===== src/hw/spel_regs.vh =====
// Purpose: constants of the per-phy event log block
// Assumes: included by bare name from the design files
// Notes:   byte offsets are positions inside one log descriptor
`ifndef SPEL_REGS_VH
`define SPEL_REGS_VH

// negotiated rate selector from the phy layer
`define SPEL_RSEL_1G5        2'h0
`define SPEL_RSEL_3G0        2'h1
`define SPEL_RSEL_6G0        2'h2
`define SPEL_RSEL_12G0       2'h3

// negotiated link rate codes
`define SPEL_RATE_1G5        4'h8
`define SPEL_RATE_3G0        4'h9
`define SPEL_RATE_6G0        4'hA
`define SPEL_RATE_12G0       4'hB
`define SPEL_RATE_DISABLED   4'h0

// settings-change sequence counter
`define SPEL_GEN_UNKNOWN     8'h00
`define SPEL_GEN_MAX         8'hFF
`define SPEL_GEN_WRAP        8'h01

// peer reset cause forced value
`define SPEL_REASON_ZERO     4'h0

// descriptor header fields
`define SPEL_PCODE_PRIMARY   16'h0001
`define SPEL_PCODE_SECONDARY 16'h0002
`define SPEL_CTRL_BYTE       8'h00
`define SPEL_PARAM_LEN       8'h68
`define SPEL_PROTO_ID        8'h06
`define SPEL_NUM_PHYS        8'h01
`define SPEL_PHY_ID          8'h00
`define SPEL_PHY_DESC_LEN    8'h60

// event descriptor list
`define SPEL_EVT_DESC_LEN    8'h0C
`define SPEL_EVT_DESC_NUM    8'h04
`define SPEL_EVT_PVDT        32'h00000000

// byte offsets inside the descriptor
`define SPEL_OFS_CNT_BASE    7'h28
`define SPEL_OFS_CNT_END     7'h38
`define SPEL_OFS_EVT_BASE    7'h3C
`define SPEL_OFS_END         7'h6C
`define SPEL_OFS_LAST        7'h6B

// counter reset and maximum values
`define SPEL_CNT_RESET       32'h00000000
`define SPEL_CNT_MAX         32'hFFFFFFFF

`endif


===== src/hw/spel_sat_cnt.v =====
// Purpose: 32-bit event counter that stops at its maximum
// Assumes: inc_i is a one-cycle pulse on clk_i
// Notes:   only the power-on reset clears it
`include "spel_regs.vh"

module spel_sat_cnt (
    // clock and reset
    input  wire        clk_i,
    input  wire        rstn_i,
    // event
    input  wire        inc_i,
    // count
    output reg  [31:0] count_o
);

    always @(posedge clk_i) begin
        if (!rstn_i) begin
            count_o <= `SPEL_CNT_RESET; // RQ24
        end else if (inc_i && (count_o != `SPEL_CNT_MAX)) begin // RQ13
            count_o <= count_o + 32'h00000001;
        end
    end

endmodule // spel_sat_cnt


===== src/hw/spel_phy_event_log.v =====
// Purpose: per-phy link statistics, identify capture and log descriptor read-out
// Assumes: all phy event inputs come from logic on clk_i; events are one-cycle pulses
// Notes:   a descriptor byte is read one cycle after rd_en_i
//          indexes past the last descriptor byte read as 00h
//
// Notes on behaviour
// RQ1: link rate field follows the result of the most recent link reset.
// RQ2: with phy enabled, 1.5G encodes as 8h and 3.0G as 9h.
// RQ3: with phy enabled, 6.0G encodes as Ah and 12.0G as Bh.
// RQ4: eight-bit generation counter adds one on every phy setting change.
// RQ5: generation 00h means unknown; after FFh it wraps to 01h.
// RQ6: SAS or expander peer: peer cause is the last received identify cause.
// RQ7: SATA peer: peer cause becomes 0h after first device-to-host register frame.
// RQ8: virtual phy always reports peer cause 0h.
// RQ9: local cause is the one placed in the last transmitted identify frame.
// RQ10: capture peer device type, port bits, address and phy id from identify.
// RQ11: own address reported exactly as transmitted during identify.
// RQ12: invalid dwords count only outside phy reset sequences.
// RQ13: all four error counters saturate at their maximum.
// RQ14: disparity errors count one per bad word while dword sync is held.
// RQ15: no disparity counting while dword sync is lost.
// RQ16: count each sync loss that restarts the link reset sequence.
// RQ17: count each phy reset failed for lack of sync in speed match.
// RQ18: event descriptor length reads as 0Ch.
// RQ19: number of event descriptors reads as 04h.
// RQ20: sources 01h to 04h, each followed by its count.
// RQ21: peak detector threshold reads all zeros in each event descriptor.
// RQ22: counts run from power-on and survive link resets.
// RQ23: parameter code 0001h for primary port, 0002h for secondary.
// RQ24: error counters are 32 bits and clear at power-on reset.
// RQ25: identify values and rate update together when identification completes.
`include "spel_regs.vh"

module spel_phy_event_log (
    // clock and reset
    input  wire        clk_i,
    input  wire        rstn_i,
    // phy status
    input  wire        phy_enable_i,
    input  wire        virtual_phy_i,
    input  wire        attached_sata_i,
    // identification result, taken on ident_done_i
    input  wire        ident_done_i,
    input  wire [1:0]  rate_sel_i,
    input  wire [3:0]  tx_reason_i,
    input  wire [63:0] tx_sas_addr_i,
    input  wire [2:0]  rx_dev_type_i,
    input  wire [3:0]  rx_reason_i,
    input  wire [2:0]  rx_init_bits_i,
    input  wire [2:0]  rx_tgt_bits_i,
    input  wire [63:0] rx_sas_addr_i,
    input  wire [7:0]  rx_phy_id_i,
    // sata register device-to-host frame received
    input  wire        sata_d2h_rx_i,
    // phy setting changed
    input  wire        setting_change_i,
    // link events
    input  wire        invalid_dword_i,
    input  wire        in_reset_seq_i,
    input  wire        disp_err_i,
    input  wire        dword_sync_i,
    input  wire        sync_drop_i,
    input  wire        reset_fail_i,
    // descriptor read port
    input  wire        rd_en_i,
    input  wire        rd_port_sel_i,
    input  wire [6:0]  rd_idx_i,
    output reg  [7:0]  rd_data_o,
    output reg         rd_valid_o,
    // identification values
    output reg  [3:0]  link_rate_o,
    output reg  [7:0]  gen_code_o,
    output reg  [3:0]  peer_reason_o,
    output reg  [3:0]  local_reason_o,
    output reg  [2:0]  att_dev_type_o,
    output reg  [2:0]  att_init_bits_o,
    output reg  [2:0]  att_tgt_bits_o,
    output reg  [63:0] own_sas_addr_o,
    output reg  [63:0] att_sas_addr_o,
    output reg  [7:0]  att_phy_id_o,
    // event counts
    output wire [31:0] invalid_dword_cnt_o,
    output wire [31:0] disp_err_cnt_o,
    output wire [31:0] sync_drop_tally_o,
    output wire [31:0] reset_fail_cnt_o
);

    // counter events and counts, index 0..3 matches sources 01h..04h
    wire [3:0]   evt_inc;
    wire [127:0] evt_cnt;

    // sata peer waits for its first register frame
    reg          sata_wait_r;
    reg          sata_wait_nxt;
    reg  [3:0]   peer_reason_nxt;
    reg  [3:0]   rate_nxt;
    reg  [7:0]   gen_nxt;
    reg  [7:0]   byte_nxt;

    // descriptor index helpers
    reg  [6:0]   cnt_off;
    reg  [6:0]   evt_off;
    reg  [1:0]   evt_sel;
    reg  [3:0]   evt_pos;

    // parameter codes, split into bytes by the read mux
    localparam [15:0] pcode_pri = `SPEL_PCODE_PRIMARY;
    localparam [15:0] pcode_sec = `SPEL_PCODE_SECONDARY;

    // start of event descriptors two to four, relative to the first
    localparam [6:0]  evt_ofs_2 = 7'h0C;
    localparam [6:0]  evt_ofs_3 = 7'h18;
    localparam [6:0]  evt_ofs_4 = 7'h24;

    // rate code of a selector
    function [3:0] rate_code;
        input [1:0] sel;
        begin
            case (sel)
                `SPEL_RSEL_1G5:  rate_code = `SPEL_RATE_1G5;  // RQ2
                `SPEL_RSEL_3G0:  rate_code = `SPEL_RATE_3G0;  // RQ2
                `SPEL_RSEL_6G0:  rate_code = `SPEL_RATE_6G0;  // RQ3
                `SPEL_RSEL_12G0: rate_code = `SPEL_RATE_12G0; // RQ3
                default:         rate_code = `SPEL_RATE_DISABLED;
            endcase
        end
    endfunction

    // big-endian byte of a 32-bit value
    function [7:0] be_byte32;
        input [31:0] v;
        input [1:0]  b;
        begin
            case (b)
                2'h0:    be_byte32 = v[31:24];
                2'h1:    be_byte32 = v[23:16];
                2'h2:    be_byte32 = v[15:8];
                default: be_byte32 = v[7:0];
            endcase
        end
    endfunction

    // big-endian byte of a 64-bit value
    function [7:0] be_byte64;
        input [63:0] v;
        input [2:0]  b;
        begin
            be_byte64 = v[63 - {b, 3'h0} -: 8];
        end
    endfunction

    // count of one event source
    function [31:0] cnt_of;
        input [127:0] all;
        input [1:0]   k;
        begin
            cnt_of = all[{k, 5'h00} +: 32];
        end
    endfunction

    // event qualification
    // a pulse outside its qualifier is dropped here, so the counters stay plain
    assign evt_inc[0] = invalid_dword_i && !in_reset_seq_i;  // RQ12
    assign evt_inc[1] = disp_err_i && dword_sync_i;          // RQ14 RQ15
    assign evt_inc[2] = sync_drop_i;                         // RQ16
    assign evt_inc[3] = reset_fail_i;                        // RQ17

    // four saturating counters; only power-on reset clears them
    genvar gi;
    generate
        for (gi = 0; gi < 4; gi = gi + 1) begin : g_cnt
            spel_sat_cnt u_cnt (
                .clk_i   (clk_i),
                .rstn_i  (rstn_i),
                .inc_i   (evt_inc[gi]),
                .count_o (evt_cnt[gi*32 +: 32])
            ); // RQ22 RQ13 RQ24
        end
    endgenerate

    assign invalid_dword_cnt_o = evt_cnt[31:0];
    assign disp_err_cnt_o      = evt_cnt[63:32];
    assign sync_drop_tally_o   = evt_cnt[95:64];
    assign reset_fail_cnt_o    = evt_cnt[127:96];

    // generation code
    // 00h stays reserved for unknown, so the wrap lands on 01h
    always @* begin
        gen_nxt = gen_code_o;
        if (setting_change_i) begin
            if (gen_code_o == `SPEL_GEN_MAX) begin
                gen_nxt = `SPEL_GEN_WRAP;          // RQ5
            end else begin
                gen_nxt = gen_code_o + 8'h01;      // RQ4
            end
        end
    end

    // link rate and peer reason of a completed identification
    // a sata peer keeps its old cause until its first register frame arrives
    // a virtual phy overrides every other source on every cycle
    always @* begin
        rate_nxt        = link_rate_o;
        peer_reason_nxt = peer_reason_o;
        sata_wait_nxt   = sata_wait_r;
        if (ident_done_i) begin
            if (phy_enable_i) begin
                rate_nxt = rate_code(rate_sel_i);  // RQ1
            end else begin
                rate_nxt = `SPEL_RATE_DISABLED;
            end
            if (virtual_phy_i) begin
                peer_reason_nxt = `SPEL_REASON_ZERO;    // RQ8
                sata_wait_nxt   = 1'b0;
            end else if (attached_sata_i) begin
                sata_wait_nxt   = 1'b1;
            end else begin
                peer_reason_nxt = rx_reason_i;          // RQ6
                sata_wait_nxt   = 1'b0;
            end
        end
        if (sata_d2h_rx_i && attached_sata_i && !virtual_phy_i) begin
            if (sata_wait_r || (ident_done_i && sata_wait_nxt)) begin
                peer_reason_nxt = `SPEL_REASON_ZERO;    // RQ7
                sata_wait_nxt   = 1'b0;
            end
        end
        if (virtual_phy_i) begin
            peer_reason_nxt = `SPEL_REASON_ZERO;        // RQ8
        end
    end

    always @(posedge clk_i) begin
        if (!rstn_i) begin
            gen_code_o      <= `SPEL_GEN_UNKNOWN;
            link_rate_o     <= `SPEL_RATE_DISABLED;
            peer_reason_o   <= `SPEL_REASON_ZERO;
            sata_wait_r     <= 1'b0;
        end else begin
            gen_code_o      <= gen_nxt;
            link_rate_o     <= rate_nxt;           // RQ25
            peer_reason_o   <= peer_reason_nxt;
            sata_wait_r     <= sata_wait_nxt;
        end
    end

    // identify frame capture, all fields on the same edge
    always @(posedge clk_i) begin
        if (!rstn_i) begin
            local_reason_o  <= 4'h0;
            att_dev_type_o  <= 3'h0;
            att_init_bits_o <= 3'h0;
            att_tgt_bits_o  <= 3'h0;
            own_sas_addr_o  <= 64'h0000000000000000;
            att_sas_addr_o  <= 64'h0000000000000000;
            att_phy_id_o    <= 8'h00;
        end else if (ident_done_i) begin       // RQ25
            local_reason_o  <= tx_reason_i;     // RQ9
            att_dev_type_o  <= rx_dev_type_i;   // RQ10
            att_init_bits_o <= rx_init_bits_i;  // RQ10
            att_tgt_bits_o  <= rx_tgt_bits_i;   // RQ10
            own_sas_addr_o  <= tx_sas_addr_i;   // RQ11
            att_sas_addr_o  <= rx_sas_addr_i;   // RQ10
            att_phy_id_o    <= rx_phy_id_i;     // RQ10
        end
    end

    // descriptor index decode
    // only the low nibble of a position is needed, so it is subtracted on four bits
    always @* begin
        cnt_off = rd_idx_i - `SPEL_OFS_CNT_BASE;
        evt_off = rd_idx_i - `SPEL_OFS_EVT_BASE;
        evt_sel = 2'h0;
        evt_pos = evt_off[3:0];
        if (evt_off >= evt_ofs_4) begin
            evt_sel = 2'h3;
            evt_pos = evt_off[3:0] - evt_ofs_4[3:0];
        end else if (evt_off >= evt_ofs_3) begin
            evt_sel = 2'h2;
            evt_pos = evt_off[3:0] - evt_ofs_3[3:0];
        end else if (evt_off >= evt_ofs_2) begin
            evt_sel = 2'h1;
            evt_pos = evt_off[3:0] - evt_ofs_2[3:0];
        end
    end

    // descriptor byte selection
    always @* begin
        byte_nxt = 8'h00;
        if (rd_idx_i < 7'h10) begin
            case (rd_idx_i[3:0])
                4'h0: byte_nxt = rd_port_sel_i ? pcode_sec[15:8] : pcode_pri[15:8]; // RQ23
                4'h1: byte_nxt = rd_port_sel_i ? pcode_sec[7:0] : pcode_pri[7:0];   // RQ23
                4'h2: byte_nxt = `SPEL_CTRL_BYTE;
                4'h3: byte_nxt = `SPEL_PARAM_LEN;
                4'h4: byte_nxt = `SPEL_PROTO_ID;
                4'h6: byte_nxt = gen_code_o;
                4'h7: byte_nxt = `SPEL_NUM_PHYS;
                4'h9: byte_nxt = `SPEL_PHY_ID;
                4'hB: byte_nxt = `SPEL_PHY_DESC_LEN;
                4'hC: byte_nxt = {1'b0, att_dev_type_o, peer_reason_o};
                4'hD: byte_nxt = {local_reason_o, link_rate_o};
                4'hE: byte_nxt = {4'h0, att_init_bits_o, 1'b0};
                4'hF: byte_nxt = {4'h0, att_tgt_bits_o, 1'b0};
                default: byte_nxt = 8'h00;
            endcase
        end else if (rd_idx_i < 7'h18) begin
            byte_nxt = be_byte64(own_sas_addr_o, rd_idx_i[2:0]);   // RQ11
        end else if (rd_idx_i < 7'h20) begin
            byte_nxt = be_byte64(att_sas_addr_o, rd_idx_i[2:0]);
        end else if (rd_idx_i == 7'h20) begin
            byte_nxt = att_phy_id_o;
        end else if (rd_idx_i >= `SPEL_OFS_CNT_BASE && rd_idx_i < `SPEL_OFS_CNT_END) begin
            byte_nxt = be_byte32(cnt_of(evt_cnt, cnt_off[3:2]), cnt_off[1:0]);
        end else if (rd_idx_i == 7'h3A) begin
            byte_nxt = `SPEL_EVT_DESC_LEN;                          // RQ18
        end else if (rd_idx_i == 7'h3B) begin
            byte_nxt = `SPEL_EVT_DESC_NUM;                          // RQ19
        end else if (rd_idx_i >= `SPEL_OFS_EVT_BASE && rd_idx_i < `SPEL_OFS_END) begin
            if (evt_pos == 4'h3) begin
                byte_nxt = {6'h00, evt_sel} + 8'h01;                // RQ20
            end else if (evt_pos >= 4'h4 && evt_pos < 4'h8) begin
                byte_nxt = be_byte32(cnt_of(evt_cnt, evt_sel), evt_pos[1:0]); // RQ20
            end else if (evt_pos >= 4'h8) begin
                byte_nxt = be_byte32(`SPEL_EVT_PVDT, evt_pos[1:0]); // RQ21
            end else begin
                byte_nxt = 8'h00;
            end
        end
    end

    // registered read answer
    // rd_data_o holds the last byte read until the next request
    always @(posedge clk_i) begin
        if (!rstn_i) begin
            rd_data_o  <= 8'h00;
            rd_valid_o <= 1'b0;
        end else begin
            rd_valid_o <= rd_en_i;
            if (rd_en_i) begin
                rd_data_o <= byte_nxt;
            end
        end
    end

endmodule // spel_phy_event_log


===== config.mk =====
export PLATFORM = sky130hd
export DESIGN_NAME = spel_phy_event_log
export DESIGN_NICKNAME = d
export VERILOG_FILES = /design/src/hw/spel_sat_cnt.v /design/src/hw/spel_phy_event_log.v
export VERILOG_INCLUDE_DIRS = /design/src /design/src/hw
export SDC_FILE = /design/constraint.sdc
export NUM_CORES = 1
export LEC_CHECK = 0
export BUFFER_PORTS_ARGS = -buffer_cell sky130_fd_sc_hd__buf_2
export CAP_MARGIN = 20
export CORE_MARGIN = 2
export CORE_UTILIZATION = 30
export CTS_CLUSTER_SIZE = 14
export DETAILED_ROUTE_END_ITERATION = 8
export SYNTH_ARGS = -nofsm -noshare
export SYNTH_HDL_FRONTEND = slang
export SYNTH_HIERARCHICAL = 1
export SYNTH_SLANG_ARGS = --single-unit

===== constraint.sdc =====
create_clock -name clk_i -period 4.4 [get_ports clk_i]
set_input_delay 0.44 -clock clk_i [delete_from_list [all_inputs] [get_ports clk_i]]
set_output_delay 0.44 -clock clk_i [all_outputs]
set_load 0.02 [all_outputs]

==> flow_metrics.env <==
export IMPL_status="finished clean"
export IMPL_ctsLongestPathBuffers=3
export IMPL_grt_overflow=0
export IMPL_rsz0062_at_grt="no"
export IMPL_start_kind="primary input"
export IMPL_htree_levels=2
export IMPL_netlist_area_sq_um=17740
export IMPL_synth_top_cell_area_share_pct=34.08
export IMPL_die_h_um=247.2
export IMPL_crit_arrival_ns=3.90
export IMPL_die_area_sq_um=61100
export IMPL_synth_area_per_cell_sq_um=9.382
export IMPL_critPathTopFamily="simple AND/OR/NAND/NOR gates"
export IMPL_clkSinkCount=302
export IMPL_hold_viol_final=0
export IMPL_clock_latency_ns=0.56
export IMPL_ys_flop_type="dfxtp_1"
export IMPL_fmax_mhz=290.4
export IMPL_ys_ff_latch=302
export IMPL_grt_usage_pct=24.33
export IMPL_ys_warnings_count=6
export IMPL_grt_pass1_wl_mm=111.2
export IMPL_slew_viol_final=0
export IMPL_area_growth_pct=25.74
export IMPL_synth_most_common_cell="dfxtp_1"
export IMPL_timing_worst_setup_path_type="in2reg"
export IMPL_dp_hpwl_mm=58.72
export IMPL_setup_tns_ns=0
export IMPL_synthArstFlopShare_pct=0
export IMPL_power_leakage_nw=9.087
export IMPL_min_from="sata_d2h_rx_i"
export IMPL_worstPathRequired_ns=4.86
export IMPL_placed_cell_area_sq_um=20930
export IMPL_met1_usage_pct=30.10
export IMPL_grt_antenna_before_repair=6
export IMPL_max_stage_delay_ns=0.59
export IMPL_path_clk_slew_ns=0.06
export IMPL_fin_crit_ns=3.443
export IMPL_cts_tree="yes"
export IMPL_r2r_start="g_cnt[0].u_cnt/count_o[14]"
export IMPL_period_share_pct=78.26
export IMPL_busiest_layer="met2"
export IMPL_cts_root_buf="clkbuf_16"
export IMPL_placementRows=89
export IMPL_tightest_slew_ns=1.105
export IMPL_max_cap_violations=0
export IMPL_synth_area_leaders="dfxtp_1 (34%), mux2i_1 (11%), mux4_2 (10%)"
export IMPL_path_buf_inv=3
export IMPL_crit_start="rd_idx_i[3]"
export IMPL_clock_skew_ns=0.01532
export IMPL_portBuffers=478
export IMPL_vias=17709
export IMPL_post_cts_buffers=0
export IMPL_cts_made_buffers=38
export IMPL_syn_inst=1891
export IMPL_ioPinCount=480
export IMPL_fin_area_sq_um=22310
export IMPL_remaining_drc_errors=0
export IMPL_drt_pre_antenna_iters=6
export IMPL_wl_per_cell_um=24.70
export IMPL_critPathMaxFanout=19
export IMPL_met3_usage_pct=5.253
export IMPL_synthTopCellsByCount="dfxtp_1 (302), mux2i_1 (195), nor2b_1 (160), nand2_1 (142), clkbuf_1 (86)"
export IMPL_grt_pass1_vias=16473
export IMPL_via_per_inst=5.665
export IMPL_cp_cell_sequence="buf_2 > inv_2 > ha_1 > nor2b_1 > nor3_2 > a211oi_2 > nor2_4 > clkinv_2 > a221oi_1 > nor2_1 > o22a_1 > o32ai_1"
export IMPL_use_met2_pct=40.40
export IMPL_syn_nets=2079
export IMPL_drive_gt1_share_pct=31.12
export IMPL_cts_hold_buf=0
export IMPL_slowest_stage="nor3_2"
export IMPL_hp_class="in2reg"
export IMPL_yosysUniqueCellTypes=88
export IMPL_synth_edff_count=0
export IMPL_routed_wl_mm=77.22
export IMPL_holdWs_ns=0.1100
export IMPL_cts_resized_gates=0
export IMPL_yosys_area_top_type="dfxtp_1"
export IMPL_worst_ir_drop_vdd_mv=0.2712
export IMPL_die_width_um=247.2
export IMPL_initial_core_util_pct=30.17
export IMPL_routabilityCongestion=0.9558
export IMPL_slew_headroom_pct=25.73
export IMPL_ys_seq_area_share_pct=34.08
export IMPL_cellPowerDensity_nw_per_um2=331.6
export IMPL_final_antenna_net_count=0
export IMPL_setup_violations=0
export IMPL_drt_iter0_drc=1481
export IMPL_layout_nets=2508
export IMPL_end_kind="register"
export IMPL_grt_max_degree=97
export IMPL_coreArea_sq_um=58800
[cell families after synthesis]
| kind of cell | Yosys count | share of synthesized area, % |
|---|---|---|
| muxes | 286 | 21.95 |
| xor gates and xnor gates | 31 | 1.530 |
| and+or+nand+nor | 733 | 23.31 |
| buffers and inverters | 168 | 4.027 |
| adders and majority gates | 10 | 0.7053 |
| AOI/OAI and AO/OA | 360 | 14.37 |
| DFF | 302 | 34.08 |
| other | 1 | 0.02114 |
[cell usage in the layout, fill, tap and decap left out, types with 9 or more instances in the layout]
cell type / instances
buf_2: 474
dfxtp_1: 302
mux2i_1: 195
nor2b_1: 160
nand2_1: 142
mux4_2: 81
a21oi_1: 80
nand3_1: 78
nor2_1: 71
o21ai_0: 59
buf_4: 52
o31ai_1: 47
or4_1: 46
clkbuf_16: 41
nand2b_1: 38
nand4_1: 36
or3_1: 28
inv_1: 25
nor3_1: 24
a31oi_1: 23
nor4_1: 22
and3_1: 21
xnor2_1: 20
o211ai_1: 20
and4_1: 20
and2_1: 14
clkbuf_8: 13
xor2_1: 11
a211oi_1: 11
ha_1: 10
o41ai_1: 9
[flip-flops by register name, indices dropped and copies added (netlist names)]
register             cells
att_dev_type_o           3
att_init_bits_o          3
att_phy_id_o             8
att_sas_addr_o          64
att_tgt_bits_o           3
g_cnt.u_cnt/count_o    128
gen_code_o               8
link_rate_o              3
local_reason_o           4
own_sas_addr_o          64
peer_reason_o            4
rd_data_o                8
rd_valid_o               1
sata_wait_r              1
[metrics by stage]
step	util (%)	setup slack [ns]	std cells	total power, mW
6_report	37.94	0.9565	3126	7.396
5_1_grt	37.93	0.7255	3125	7.666
4_1_cts	37.92	1.036	3122	7.471
3_5_place_dp	35.59	0.4603	3053	4.027
3_3_place_gp	35.59	0.5638	3053	4.012
2_1_floorplan	-	0.6881	1891	3.613
[report_power, final]
group,total (mW),internal [mW],switching [mW]
combinational,1.02,0.406,0.618
sequential,2.95,2.83,0.113
clock,3.43,2.13,1.29
total,7.40,5.37,2.02
[metal layers]
metal  share of wire, %  vias up  wire (um)
met1                 39     8576      30210
met2                 47      960      36480
met3                9.1      156       6990
li1                   -     8015          -
met5              0.017        -         13
met4                4.6        2       3531
[area by class of cell]
type                            count  area (sq um)
Antenna cell                        4         10.01
Clock buffer                       60          1217
Clock inverter                      9         152.6
Fill cell                        5933         36490
Inverter                           28         106.4
Multi-Input combinational cell   1421         11000
Sequential cell                   302          6046
Tap cell                          773         967.2
Timing Repair Buffer              529          2808
[worst register-to-register path, cell delays in order (launching register included)]
cell and delay [ns]:
dfxtp_1 0.67, nand3_2 0.26, or3_1 0.52, nor4_2 0.77
buf_4 0.36, o311ai_0 0.16, o41ai_1 0.11
[path summary, 6_finish.rpt]
check,end,slack (ns),cells after the start
setup reg to reg,g_cnt[0].u_cnt/count_o[7],1.45,6
hold reg to reg,link_rate_o[0],0.52,2
setup / recovery,rd_data_o[7],0.96,12
hold / removal,sata_wait_r,0.11,2
Power figures use the tool's default switching activity.
